<file path="src/logic/gpcb_pkg.sv">
`default_nettype none
package gpcb_pkg;
    // ------------------------------------------------------------
    // register bus
    // ------------------------------------------------------------
    localparam int unsigned ADDR_W = 8;
    localparam int unsigned DATA_W = 8;
    localparam logic [7:0] CFG_12_13_ADDR = 8'h1b;
    localparam logic [7:0] CFG_14_15_ADDR = 8'h1c;
    localparam logic [7:0] MODE_0_7_ADDR  = 8'h1d;
    localparam logic [7:0] MODE_8_15_ADDR = 8'h1e;
    localparam logic [7:0] IRQ_STAT_ADDR  = 8'h30;
    localparam logic [7:0] IRQ_CLR_ADDR   = 8'h31;
    localparam logic [7:0] IRQ_EN_ADDR    = 8'h32;
    localparam logic [7:0] REG_RESET      = 8'h00;

    // ------------------------------------------------------------
    // field layout of a two-pin config register
    // ------------------------------------------------------------
    localparam int unsigned LO_FN_LSB   = 0;
    localparam int unsigned LO_POL_BIT  = 2;
    localparam int unsigned LO_WAKE_BIT = 3;
    localparam int unsigned HI_FN_LSB   = 4;
    localparam int unsigned HI_POL_BIT  = 6;
    localparam int unsigned HI_WAKE_BIT = 7;
    // mode bits of pins 12..15 in the upper mode register
    localparam int unsigned MODE_P12_BIT = 4;
    localparam int unsigned MODE_P13_BIT = 5;
    localparam int unsigned MODE_P14_BIT = 6;
    localparam int unsigned MODE_P15_BIT = 7;
    // sequencer-driven pins in the lower mode register
    localparam int unsigned SEQ_P3_BIT = 3;
    localparam int unsigned SEQ_P4_BIT = 4;
    localparam int unsigned SEQ_P6_BIT = 6;
    localparam int unsigned SEQ_P7_BIT = 7;

    // ------------------------------------------------------------
    // function codes
    // ------------------------------------------------------------
    typedef enum logic [1:0]
    {
        FN_SPECIAL = 2'h0,
        FN_INPUT   = 2'h1,
        FN_ALT     = 2'h2,
        FN_REG_OUT = 2'h3
    } gpcb_fn_t;

    // ------------------------------------------------------------
    // timing
    // ------------------------------------------------------------
    localparam int unsigned CLK_PERIOD_NS = 20;
    localparam int unsigned DEB_TIME_NS   = 10000;
    localparam int unsigned DEB_CYCLES    =
        (DEB_TIME_NS + CLK_PERIOD_NS - 1) / CLK_PERIOD_NS;
    localparam int unsigned DEB_CNT_W     = 16;
endpackage
`default_nettype wire

</file>
<file path="src/logic/gpcb_deb_if.sv">
`timescale 1ns/1ps
`default_nettype none
interface gpcb_deb_if;
    logic [3:0] raw;    // active-level inputs of pins 12..15
    logic [3:0] en;     // debounce enables
    logic [3:0] clean;  // filtered levels
    modport user (output raw, output en, input clean);
    modport filt (input raw, input en, output clean);
endinterface // gpcb_deb_if
`default_nettype wire

</file>
<file path="src/logic/gpcb_debounce.sv">
`timescale 1ns/1ps
`default_nettype none
module gpcb_debounce
#(
    parameter logic [15:0] CYC = 16'(gpcb_pkg::DEB_CYCLES)
)
(
    input  wire logic  clk,   // system clock
    input  wire logic  rst_b, // async reset, active low
    input  wire logic  ce,    // clock enable
    gpcb_deb_if.filt   dbus   // raw in, clean out
);
    logic [gpcb_pkg::DEB_CNT_W-1:0] cnt_r [4];

    // with its enable set, a level is taken only after it held CYC cycles, so a bounce
    // restarts the count; the cost is CYC-1 cycles of added latency
    // one process owns the whole clean vector, so no bit has two drivers
    always_ff @(posedge clk or negedge rst_b)
    begin
        if (!rst_b)
        begin
            for (int i = 0; i < 4; i++)
            begin
                cnt_r[i] <= '0;
            end
            dbus.clean <= 4'h0;
        end
        else if (ce)
        begin
            for (int i = 0; i < 4; i++)
            begin
                if (!dbus.en[i] || dbus.raw[i] == dbus.clean[i])
                begin
                    cnt_r[i]      <= '0;
                    dbus.clean[i] <= dbus.raw[i];
                end
                else if (cnt_r[i] >= CYC - 16'h0001)
                begin
                    cnt_r[i]      <= '0;
                    dbus.clean[i] <= dbus.raw[i];
                end
                else
                begin
                    cnt_r[i] <= cnt_r[i] + 16'h0001;
                end
            end
        end
    end
endmodule // gpcb_debounce
`default_nettype wire

</file>
<file path="src/logic/gpcb_top.sv">
// The strobed register port was decided locally.
`timescale 1ns/1ps
`default_nettype none
module gpcb_top
#(
    parameter logic [15:0] DEB_CYC = 16'(gpcb_pkg::DEB_CYCLES)
)
(
    input  wire logic       clk,                    // 50 MHz clock
    input  wire logic       rst_b,                  // async reset, active low
    input  wire logic       ce,                     // clock enable
    input  wire logic [7:0] addr,                   // register address
    input  wire logic [7:0] wdata,                  // write data
    input  wire logic       wr,                     // write strobe
    input  wire logic       rd,                     // read strobe
    output logic      [7:0] rdata_o,                // read data, cycle after rd
    input  wire logic [3:0] pin_in,                 // pad levels, pins 12..15
    output logic      [3:0] pin_out_o,              // pad output levels
    output logic      [3:0] pin_oe_o,               // pad output enables
    output logic      [3:0] bank_b_o,               // 1: io_supply_bank_b
    output logic      [3:0] pin_active_o,           // filtered active states
    input  wire logic       supply_fault_indicator, // 1: supply fault
    input  wire logic       vsys_monitor_state,     // 1: monitor asserted
    input  wire logic       feedback_ready_state,   // 1: feedback asserted
    input  wire logic [1:0] blink_req,              // blink phase, pins 14, 15
    input  wire logic       hs_data_low,            // two-wire data pull
    input  wire logic       hs_clk_low,             // two-wire clock pull
    output logic            hs_port_en_o,           // two-wire port selected
    output logic            hs_data_in_o,           // two-wire data level
    output logic            hs_clk_in_o,            // two-wire clock level
    output logic            thresh_core_o,          // core_supply thresholds
    input  wire logic [3:0] seq_req,                // sequencer, pins 3,4,6,7
    output logic      [3:0] seq_out_o,              // sequencer pin levels
    output logic      [7:0] mode_lo_o,              // pins 0..7 mode bits
    output logic            wake_o,                 // wakeup pulse
    output logic            irq_o                   // level interrupt
);
    // ------------------------------------------------------------
    // helpers
    // ------------------------------------------------------------
    // level of an indicator whose polarity bit is 1 for active high
    function automatic logic ind(input logic state, input logic pol);
        return pol ? state : ~state;
    endfunction

    function automatic logic hit(input logic [7:0] a, input logic [7:0] ref_a);
        return a == ref_a;
    endfunction

    // ------------------------------------------------------------
    // registers
    // ------------------------------------------------------------
    logic [7:0] cfg_a_r;    // pins 12, 13
    logic [7:0] cfg_b_r;    // pins 14, 15
    logic [7:0] mode_lo_r;  // pins 0..7
    logic [7:0] mode_hi_r;  // pins 8..15
    logic [3:0] irq_stat_r;
    logic [3:0] irq_en_r;
    logic [3:0] irq_stat_nxt;
    logic [3:0] wake_hit;
    logic [3:0] clr_mask;

    always_ff @(posedge clk or negedge rst_b)
    begin
        if (!rst_b)
        begin
            cfg_a_r   <= gpcb_pkg::REG_RESET;
            cfg_b_r   <= gpcb_pkg::REG_RESET;
            mode_lo_r <= gpcb_pkg::REG_RESET;
            mode_hi_r <= gpcb_pkg::REG_RESET;
            irq_en_r  <= 4'h0;
        end
        else if (ce && wr)
        begin
            if (hit(addr, gpcb_pkg::CFG_12_13_ADDR))
                cfg_a_r <= wdata;
            else if (hit(addr, gpcb_pkg::CFG_14_15_ADDR))
                cfg_b_r <= wdata;
            else if (hit(addr, gpcb_pkg::MODE_0_7_ADDR))
                mode_lo_r <= wdata;
            else if (hit(addr, gpcb_pkg::MODE_8_15_ADDR))
                mode_hi_r <= wdata;
            else if (hit(addr, gpcb_pkg::IRQ_EN_ADDR))
                irq_en_r <= wdata[3:0];
        end
    end

    // ------------------------------------------------------------
    // field decode
    // ------------------------------------------------------------
    gpcb_pkg::gpcb_fn_t fn12, fn13, fn14, fn15;
    logic [3:0] pol;
    logic [3:0] inhibit;
    logic [3:0] mbit;
    logic       hs_mode;

    assign fn12 = gpcb_pkg::gpcb_fn_t'(cfg_a_r[gpcb_pkg::LO_FN_LSB +: 2]);
    assign fn13 = gpcb_pkg::gpcb_fn_t'(cfg_a_r[gpcb_pkg::HI_FN_LSB +: 2]);
    assign fn14 = gpcb_pkg::gpcb_fn_t'(cfg_b_r[gpcb_pkg::LO_FN_LSB +: 2]);
    assign fn15 = gpcb_pkg::gpcb_fn_t'(cfg_b_r[gpcb_pkg::HI_FN_LSB +: 2]);
    assign pol  = {cfg_b_r[gpcb_pkg::HI_POL_BIT], cfg_b_r[gpcb_pkg::LO_POL_BIT],
                   cfg_a_r[gpcb_pkg::HI_POL_BIT], cfg_a_r[gpcb_pkg::LO_POL_BIT]};
    assign inhibit = {cfg_b_r[gpcb_pkg::HI_WAKE_BIT], cfg_b_r[gpcb_pkg::LO_WAKE_BIT],
                      cfg_a_r[gpcb_pkg::HI_WAKE_BIT], cfg_a_r[gpcb_pkg::LO_WAKE_BIT]};
    assign mbit = {mode_hi_r[gpcb_pkg::MODE_P15_BIT], mode_hi_r[gpcb_pkg::MODE_P14_BIT],
                   mode_hi_r[gpcb_pkg::MODE_P13_BIT], mode_hi_r[gpcb_pkg::MODE_P12_BIT]};
    // pin 15 is only a clock while pin 14 has claimed the port
    assign hs_mode = (fn14 == gpcb_pkg::FN_ALT);

    // ------------------------------------------------------------
    // input path and wakeup
    // ------------------------------------------------------------
    gpcb_deb_if dbus ();
    logic [3:0] act_prev_r;
    logic [3:0] is_input;

    assign dbus.raw = pol ^ ~pin_in;
    assign dbus.en  = mbit;
    assign is_input = {fn15 == gpcb_pkg::FN_INPUT, fn14 == gpcb_pkg::FN_INPUT,
                       fn13 == gpcb_pkg::FN_INPUT, fn12 == gpcb_pkg::FN_INPUT};
    // a polarity flip can look like an edge; software should set the
    // inhibit bit while it reconfigures a pin
    assign wake_hit = dbus.clean & ~act_prev_r & is_input & ~inhibit;

    gpcb_debounce #(.CYC(DEB_CYC)) u_deb
    (
        .clk   (clk),
        .rst_b (rst_b),
        .ce    (ce),
        .dbus  (dbus)
    );

    always_ff @(posedge clk or negedge rst_b)
    begin
        if (!rst_b)
        begin
            act_prev_r   <= 4'h0;
            pin_active_o <= 4'h0;
            wake_o       <= 1'b0;
        end
        else if (ce)
        begin
            act_prev_r   <= dbus.clean;
            pin_active_o <= dbus.clean;
            wake_o       <= |wake_hit;
        end
    end

    // ------------------------------------------------------------
    // interrupt status
    // ------------------------------------------------------------
    assign clr_mask = (wr && hit(addr, gpcb_pkg::IRQ_CLR_ADDR)) ? wdata[3:0] : 4'h0;
    // a new wake event wins over a clear in the same cycle
    assign irq_stat_nxt = (irq_stat_r & ~clr_mask) | wake_hit;

    always_ff @(posedge clk or negedge rst_b)
    begin
        if (!rst_b)
        begin
            irq_stat_r <= 4'h0;
            irq_o      <= 1'b0;
        end
        else if (ce)
        begin
            irq_stat_r <= irq_stat_nxt;
            irq_o      <= |(irq_stat_nxt & irq_en_r);
        end
    end

    // ------------------------------------------------------------
    // read port
    // ------------------------------------------------------------
    always_ff @(posedge clk or negedge rst_b)
    begin
        if (!rst_b)
            rdata_o <= 8'h00;
        else if (ce)
        begin
            if (!rd)
                rdata_o <= 8'h00;
            else if (hit(addr, gpcb_pkg::CFG_12_13_ADDR))
                rdata_o <= cfg_a_r;
            else if (hit(addr, gpcb_pkg::CFG_14_15_ADDR))
                rdata_o <= cfg_b_r;
            else if (hit(addr, gpcb_pkg::MODE_0_7_ADDR))
                rdata_o <= mode_lo_r;
            else if (hit(addr, gpcb_pkg::MODE_8_15_ADDR))
                rdata_o <= mode_hi_r;
            else if (hit(addr, gpcb_pkg::IRQ_STAT_ADDR))
                rdata_o <= {4'h0, irq_stat_r};
            else if (hit(addr, gpcb_pkg::IRQ_EN_ADDR))
                rdata_o <= {4'h0, irq_en_r};
            else
                rdata_o <= 8'h00;
        end
    end

    // ------------------------------------------------------------
    // pin drivers
    // ------------------------------------------------------------
    logic [3:0] out_nxt;
    logic [3:0] oe_nxt;

    always_comb
    begin
        out_nxt = 4'h0;
        oe_nxt  = 4'h0;
        case (fn12)
            gpcb_pkg::FN_SPECIAL:
            begin
                out_nxt[0] = ind(supply_fault_indicator, mbit[0]);
                oe_nxt[0]  = 1'b1;
            end
            gpcb_pkg::FN_ALT:
            begin
                out_nxt[0] = ind(vsys_monitor_state, mbit[0]);
                oe_nxt[0]  = 1'b1;
            end
            gpcb_pkg::FN_REG_OUT:
            begin
                out_nxt[0] = mbit[0];
                oe_nxt[0]  = 1'b1;
            end
            default: ;
        endcase
        case (fn13)
            gpcb_pkg::FN_SPECIAL:
            begin
                out_nxt[1] = ind(feedback_ready_state, mbit[1]);
                oe_nxt[1]  = 1'b1;
            end
            gpcb_pkg::FN_ALT:
                oe_nxt[1] = ~ind(feedback_ready_state, mbit[1]);
            gpcb_pkg::FN_REG_OUT:
            begin
                out_nxt[1] = mbit[1];
                oe_nxt[1]  = 1'b1;
            end
            default: ;
        endcase
        case (fn14)
            gpcb_pkg::FN_SPECIAL:
                oe_nxt[2] = ~ind(blink_req[0], ~mbit[2]);
            gpcb_pkg::FN_ALT:
                oe_nxt[2] = hs_data_low;
            gpcb_pkg::FN_REG_OUT:
            begin
                out_nxt[2] = mbit[2];
                oe_nxt[2]  = 1'b1;
            end
            default: ;
        endcase
        case (fn15)
            gpcb_pkg::FN_SPECIAL:
                oe_nxt[3] = ~ind(blink_req[1], ~mbit[3]);
            gpcb_pkg::FN_ALT:
                oe_nxt[3] = hs_mode & hs_clk_low;
            gpcb_pkg::FN_REG_OUT:
                oe_nxt[3] = ~mbit[3];
            default: ;
        endcase
    end

    always_ff @(posedge clk or negedge rst_b)
    begin
        if (!rst_b)
        begin
            pin_out_o <= 4'h0;
            pin_oe_o  <= 4'h0;
            bank_b_o  <= 4'h0;
        end
        else if (ce)
        begin
            pin_out_o <= out_nxt;
            pin_oe_o  <= oe_nxt;
            bank_b_o  <= pol;
        end
    end

    // ------------------------------------------------------------
    // two-wire port and pins 0..7
    // ------------------------------------------------------------
    always_ff @(posedge clk or negedge rst_b)
    begin
        if (!rst_b)
        begin
            hs_port_en_o  <= 1'b0;
            hs_data_in_o  <= 1'b1;
            hs_clk_in_o   <= 1'b1;
            thresh_core_o <= 1'b0;
            seq_out_o     <= 4'h0;
            mode_lo_o     <= 8'h00;
        end
        else if (ce)
        begin
            hs_port_en_o  <= hs_mode;
            hs_data_in_o  <= pin_in[2];
            hs_clk_in_o   <= pin_in[3];
            thresh_core_o <= hs_mode;
            seq_out_o[0]  <= ind(seq_req[0], mode_lo_r[gpcb_pkg::SEQ_P3_BIT]);
            seq_out_o[1]  <= ind(seq_req[1], mode_lo_r[gpcb_pkg::SEQ_P4_BIT]);
            seq_out_o[2]  <= ind(seq_req[2], mode_lo_r[gpcb_pkg::SEQ_P6_BIT]);
            seq_out_o[3]  <= ind(seq_req[3], mode_lo_r[gpcb_pkg::SEQ_P7_BIT]);
            mode_lo_o     <= mode_lo_r;
        end
    end
endmodule // gpcb_top
`default_nettype wire

</file>
<file path="config.mk">
export PLATFORM = sky130hd
export DESIGN_NAME = gpcb_top
export DESIGN_NICKNAME = d
export VERILOG_FILES = /design/src/logic/gpcb_pkg.sv /design/src/logic/gpcb_deb_if.sv /design/src/logic/gpcb_debounce.sv /design/src/logic/gpcb_top.sv
export SDC_FILE = /design/constraint.sdc
export NUM_CORES = 1
export LEC_CHECK = 0
export BUFFER_PORTS_ARGS = -buffer_cell sky130_fd_sc_hd__buf_2
export CAP_MARGIN = 20
export CORE_AREA = 2 2 160 162
export CTS_CLUSTER_DIAMETER = 40
export DETAILED_ROUTE_END_ITERATION = 12
export DIE_AREA = 0 0 162 164
export MAX_ROUTING_LAYER = met4
export PLACE_DENSITY = 0.42
export SLEW_MARGIN = 40
export SYNTH_ARGS = -nofsm -noshare
export SYNTH_HDL_FRONTEND = slang
export SYNTH_SLANG_ARGS = --single-unit
export TNS_END_PERCENT = 30
</file>
<file path="constraint.sdc">
create_clock -name clk -period 2.9 [get_ports clk]
set_clock_uncertainty 0.05 [all_clocks]
set_input_delay 0.145 -clock clk [delete_from_list [all_inputs] [get_ports clk]]
set_output_delay 0.145 -clock clk [all_outputs]
set_load 0.01 [all_outputs]
</file>
======== Yosys cells after proc, flatten, opt, wreduce, memory -nomap -nowiden ========
Index checks and enable logic that the tools add are counted.
word-level totals
  logic and storage cells ................. 157
  latch bits .............................. 0
  register bits ........................... 148
  input bits .............................. 36
  RAM bits ................................ 0
  memories kept ........................... 0
  ROM bits ................................ 0
operators by class
  divide/modulo/power cells ............... 0
  muxes and demuxes ....................... 40
  add/subtract/negate cells ............... 4
  shift operators ......................... 0
  order comparisons ....................... 4
  reductions and logical operators ........ 31
  equality and inequality tests ........... 23
  multipliers ............................. 0
  bitwise gates (word level) .............. 29
operator list
  kind                                                                count
  2-to-1 mux 16 bit                                                   8
  adder 16 x 1 -> 16 bit, second input constant                       4
  greater-or-equal comparator 16 x 9 -> 1 bit, second input constant  4
  2-to-1 mux 8 bit                                                    5
  == test 8 x 5 -> 1 bit, second input constant                       4
  == test 8 x 6 -> 1 bit, second input constant                       3
  bitwise AND 4 bit                                                   5
  2-to-1 mux 1 bit                                                    19
  NOT 1 bit                                                           17
  == test 2 bit, second input constant                                8
  NOT 4 bit                                                           4
  2-to-1 mux 4 bit                                                    3
  AND reduction 2 bit                                                 5
  one-hot mux 1 bit (3 select lines)                                  3
  == test 2 x 1 -> 1 bit, second input constant                       4
  zero test 2 bit                                                     4
  nonzero test 2 bit                                                  4
  OR reduction 4 bit                                                  2
  AND reduction 6 bit                                                 1
  AND reduction 5 bit                                                 1
  == test 1 bit                                                       4
  zero test 1 bit                                                     4
  logical OR 1 bit                                                    4
  bitwise OR 4 bit                                                    1
  8 further kinds                                                     10

======== Longest topological paths before layout ========
  word-level depth ........................ 8
  depth in mapped cells ................... 7
  mapped depth without buffers ............ 7

======== Modules after synthesis ========
Synthesis repeated with hierarchy kept, for this count alone.
second synthesis, totals
  cells, all modules ...................... 701
  area, all modules ....................... 7,489.7 um2
by module, submodules not included
  module         instances  cells an instance  sequential area each (um2)  area each (um2)
  gpcb_top       1          340                2,004.4                     3,968.8
  gpcb_debounce  1          361                1,701.6                     3,520.9

======== Worst setup path before layout ========
No wires, ideal clock.
  path type ............................... register to register
  start point ............................. register u_deb.cnt_r[0] in the netlist's numbering
  end point ............................... register u_deb.dbus.clean[3]
  data arrival time ....................... 1,763 ps
  stages on the path, launching flop included .. 7
  buffers on the path ..................... 0
  data required time ...................... 2,725 ps
  setup time .............................. 125 ps
  slack ................................... 962 ps
  cells stage by stage .................... dfrtp_1 > ha_1 > nor3_1 > o311ai_1 > nor2_1 > nor2b_1 > mux2_2
between the ends
  longest elaborated chain between the ends .. 3
RTL lines
  element                                      RTL line             source
  from (decl)                                  gpcb_debounce.sv:13  logic [gpcb_pkg::DEB_CNT_W-1:0] cnt_r [4];
  from (signal, indexed assignment)            gpcb_debounce.sv:44  cnt_r[i] <= cnt_r[i] + 16'h0001;
  greater-or-equal comparator 16 x 9 -> 1 bit  gpcb_debounce.sv:37  else if (cnt_r[i] >= CYC - 16'h0001)
  nonzero test 2 bit (no line)                 n/a
  AND reduction 2 bit (no line)                n/a
  to (signal, indexed assignment)              gpcb_debounce.sv:35  dbus.clean[i] <= dbus.raw[i];
  to (signal, indexed assignment)              gpcb_debounce.sv:40  dbus.clean[i] <= dbus.raw[i];
  to (decl)                                    gpcb_deb_if.sv:8     modport filt (input raw, input en, output clean);
No other way between the ends.
A chain may end at the register's enable or synchronous reset.

======== Worst setup path after layout ========
  start point ............................. register u_deb.cnt_r[16] in the netlist's numbering
  end point ............................... register u_deb.dbus.clean[2]
The elaborated chain is that of the path after synthesis.

==> impl_metrics.toml <==
[finish]
syn_to_final_growth_pct = 19.0
nets = 826
final_util = 0.352
final_layout_size_suffix_gt1_frac = 0.247
final_common_cell = "dfrtp_1"
final_cell_mix = "dfrtp_1 (146), buf_2 (74), mux2_2 (66), nor2_1 (64), nand2_1 (53)"
fin_area_um2 = 8740
regArea_um2 = 3710
num_antenna_cells = 0
multiInputGateArea_um2 = 3430
fillCellCount = 2593
fin_cells = 1124

[sta]
slew_headroom = 0.502
fin_crit_sh = 0.796
hold_viol = 0
slew_viol_final = 0
worst_pin_slew_ns = 0.742
finalCriticalPeriod_ns = 2.31
setup_viol = 0
fmaxAchievable_mhz = 433
rsz0062_at_grt = "false"
setup_tns_ns = 0
whs_ns = 0.0222
setup_ws_ns = 0.593

[routing]
vias = 5564
via_per_inst = 4.95
final_antenna_net_count = 0
wire_per_inst_um = 16.7
drt_iter0_drc = 406
dr.pass1.iters = 7
routed_wl_mm = 18.8
drc_errors = 0

[synth]
synthFlopType = "dfrtp_1"
avgSynthCellArea_um2 = 10.5
synth_area_um2 = 7340
yosysTopAreaCell = "dfrtp_1"
synthArstFlopShare = 1.00
synth_cell_types = 64
syn-num-nets = 742
synth_top_area_share = 0.498
ys_seq_area_frac = 0.505
syn_inst = 697
synth_seq_cells = 148
synth_area_leaders = "dfrtp_1 (50%), mux2_2 (10%), nor2_1 (3.3%), o21ai_0 (2.8%), nand2_1 (2.7%)"
synth_edf_count = 0
synth_warnings = 0

[clocking]
clkTransAtPathRegs_ns = 0.07
cts_buffers = 17
root_buffer = "clkbuf_16"
h-tree-depth = 4
cts_tree = "yes"
clock_path_buffers = 2
numClockSinks = 148
clk_latency_ns = 0.42

[global_route]
globalRouteOverflowTotal = 0
grt_pass1_vias = 5635
top_usage_layer = "met2"
grt_use_met3 = 0.0303
grtUsageMet2 = 0.234
grt_max_degree = 68
antenna_found_initial = 0
grt_pass1_wl_mm = 30.6
grt_use_total = 0.152
grt.met1_usage = 0.206

[hold_path]
hold_class = "in -> reg"
hold_depth = 3

[place]
gp_congestion = 0.857
dp_hpwl_mm = 13.5
place_ws_ns = 0.413
io_buffers = 76
place_area_um2 = 8090
dp.cells = 1084

[power_and_ir_drop]
clkPwrFrac = 0.455
total_power_mw = 4.72
p_sw_mw = 1.21
p_seq_frac = 0.465
ir_drop_v = 0.000253
power.internal_mw = 3.51
pwr-share-comb = 0.081
switching_share = 0.256
power.density_nw_per_um2 = 540
p_leak_nw = 3.86

[job]
cap_violations = 0

[floorplanning]
die_h_um = 164
core_area_um2 = 24800
die_area_um2 = 26600
ios = 78
row_count = 58
die_x_um = 162
initial_core_util = 0.296

[critical_path]
cp.required_ns = 3.15
worstSetupStartpointType = "flop"
cp-end-kind = "flop"
reg2reg_depth = 5
worstPathArrival_ns = 2.56
cp_max_fo = 11
path_class = "reg -> reg"

[status]
outcome = "completed"
sequential cells by signal, indices dropped and copies added (netlist names), 3 cells and up:
signal / cells
u_deb.cnt_r: 64
cfg_a_r: 8
cfg_b_r: 8
mode_hi_r: 8
mode_lo_o: 8
mode_lo_r: 8
rdata_o: 8
act_prev_r: 4
bank_b_o: 4
irq_en_r: 4
irq_stat_r: 4
pin_oe_o: 4
seq_out_o: 4
u_deb.dbus.clean: 4
pin_out_o: 3
cell usage after synthesis (11+ instances only):
master,number
dfrtp_1,146
mux2_2,66
nor2_1,64
nand2_1,53
o21ai_0,41
nand3_1,34
a21oi_1,24
inv_1,20
xnor2_1,19
and3_1,18
nor2b_1,15
o31ai_1,13
xor2_1,13
clkbuf_1,12
nor3_1,12
o21a_1,11
logic make-up (layout without fill, tap and decap cells):
logic type	Yosys count	count (layout)	share of synthesized area
buffers and inverters	47	144	0.0279
AOI/OAI and AO/OA	145	145	0.129
other	1	1	0.000511
adders and majority gates	9	9	0.0153
and+or+nand+nor	242	242	0.171
xor gates and xnor gates	33	33	0.0412
DFF	148	148	0.505
muxes	72	72	0.110
power groups by stage:
stage	clock (mW)	combinational (mW)	sequential (mW)
final	2.15	0.381	2.19
after global routing	2.31	0.424	2.20
after CTS	2.21	0.391	2.19
after detailed placement	0	0.381	2.23
after global placement	0	0.377	2.23
after floorplan	0	0.192	2.23
layer usage:
metal  routed length, um  up-vias
met5                   0        -
met1                9150     2746
met4                 186        0
li1                    -     2694
met3                 654       10
met2                8830      114
timing repair:
| item | 4_1_cts | 5_1_grt |
|---|---|---|
| setup buffers | 0 | 0 |
| hold buffers | 8 | 0 |
| endpoints found under the hold margin | 80 | 0 |
| setup endpoints to repair | 0 | 0 |
| gates resized for setup | 0 | 0 |
worst max-delay path, cell delays in order (launching register included):
cell       delay (ns)
dfrtp_1          0.44
ha_1             0.34
o31ai_1          0.13
o2111ai_1        0.38
and2_1           0.47
mux2_2           0.39
layout make-up:
cell class | instances | share of cell area
inverter | 20 | 0.00859
clock inverter | 12 | 0.0139
timing repair buffer | 92 | 0.0620
multi-input combinational | 502 | 0.393
sequential | 148 | 0.424
clock buffer | 20 | 0.0511
tap | 330 | 0.0473
worst paths after layout:
kind	from	endpoint	slack, ns
worst max-delay path	u_deb.cnt_r[16]	u_deb.dbus.clean[2]	0.59
worst min-delay path	seq_req[0]	seq_out_o[0]	0.02
worst max register to register	u_deb.cnt_r[16]	u_deb.dbus.clean[2]	0.59
worst min register to register	pin_oe_o[2]	pin_oe_o[2]	0.42
max in group asynchronous	rst_b	act_prev_r[3]	1.73
min in group asynchronous	rst_b	pin_out_o[0]	0.29
Power figures use the tool's default switching activity.
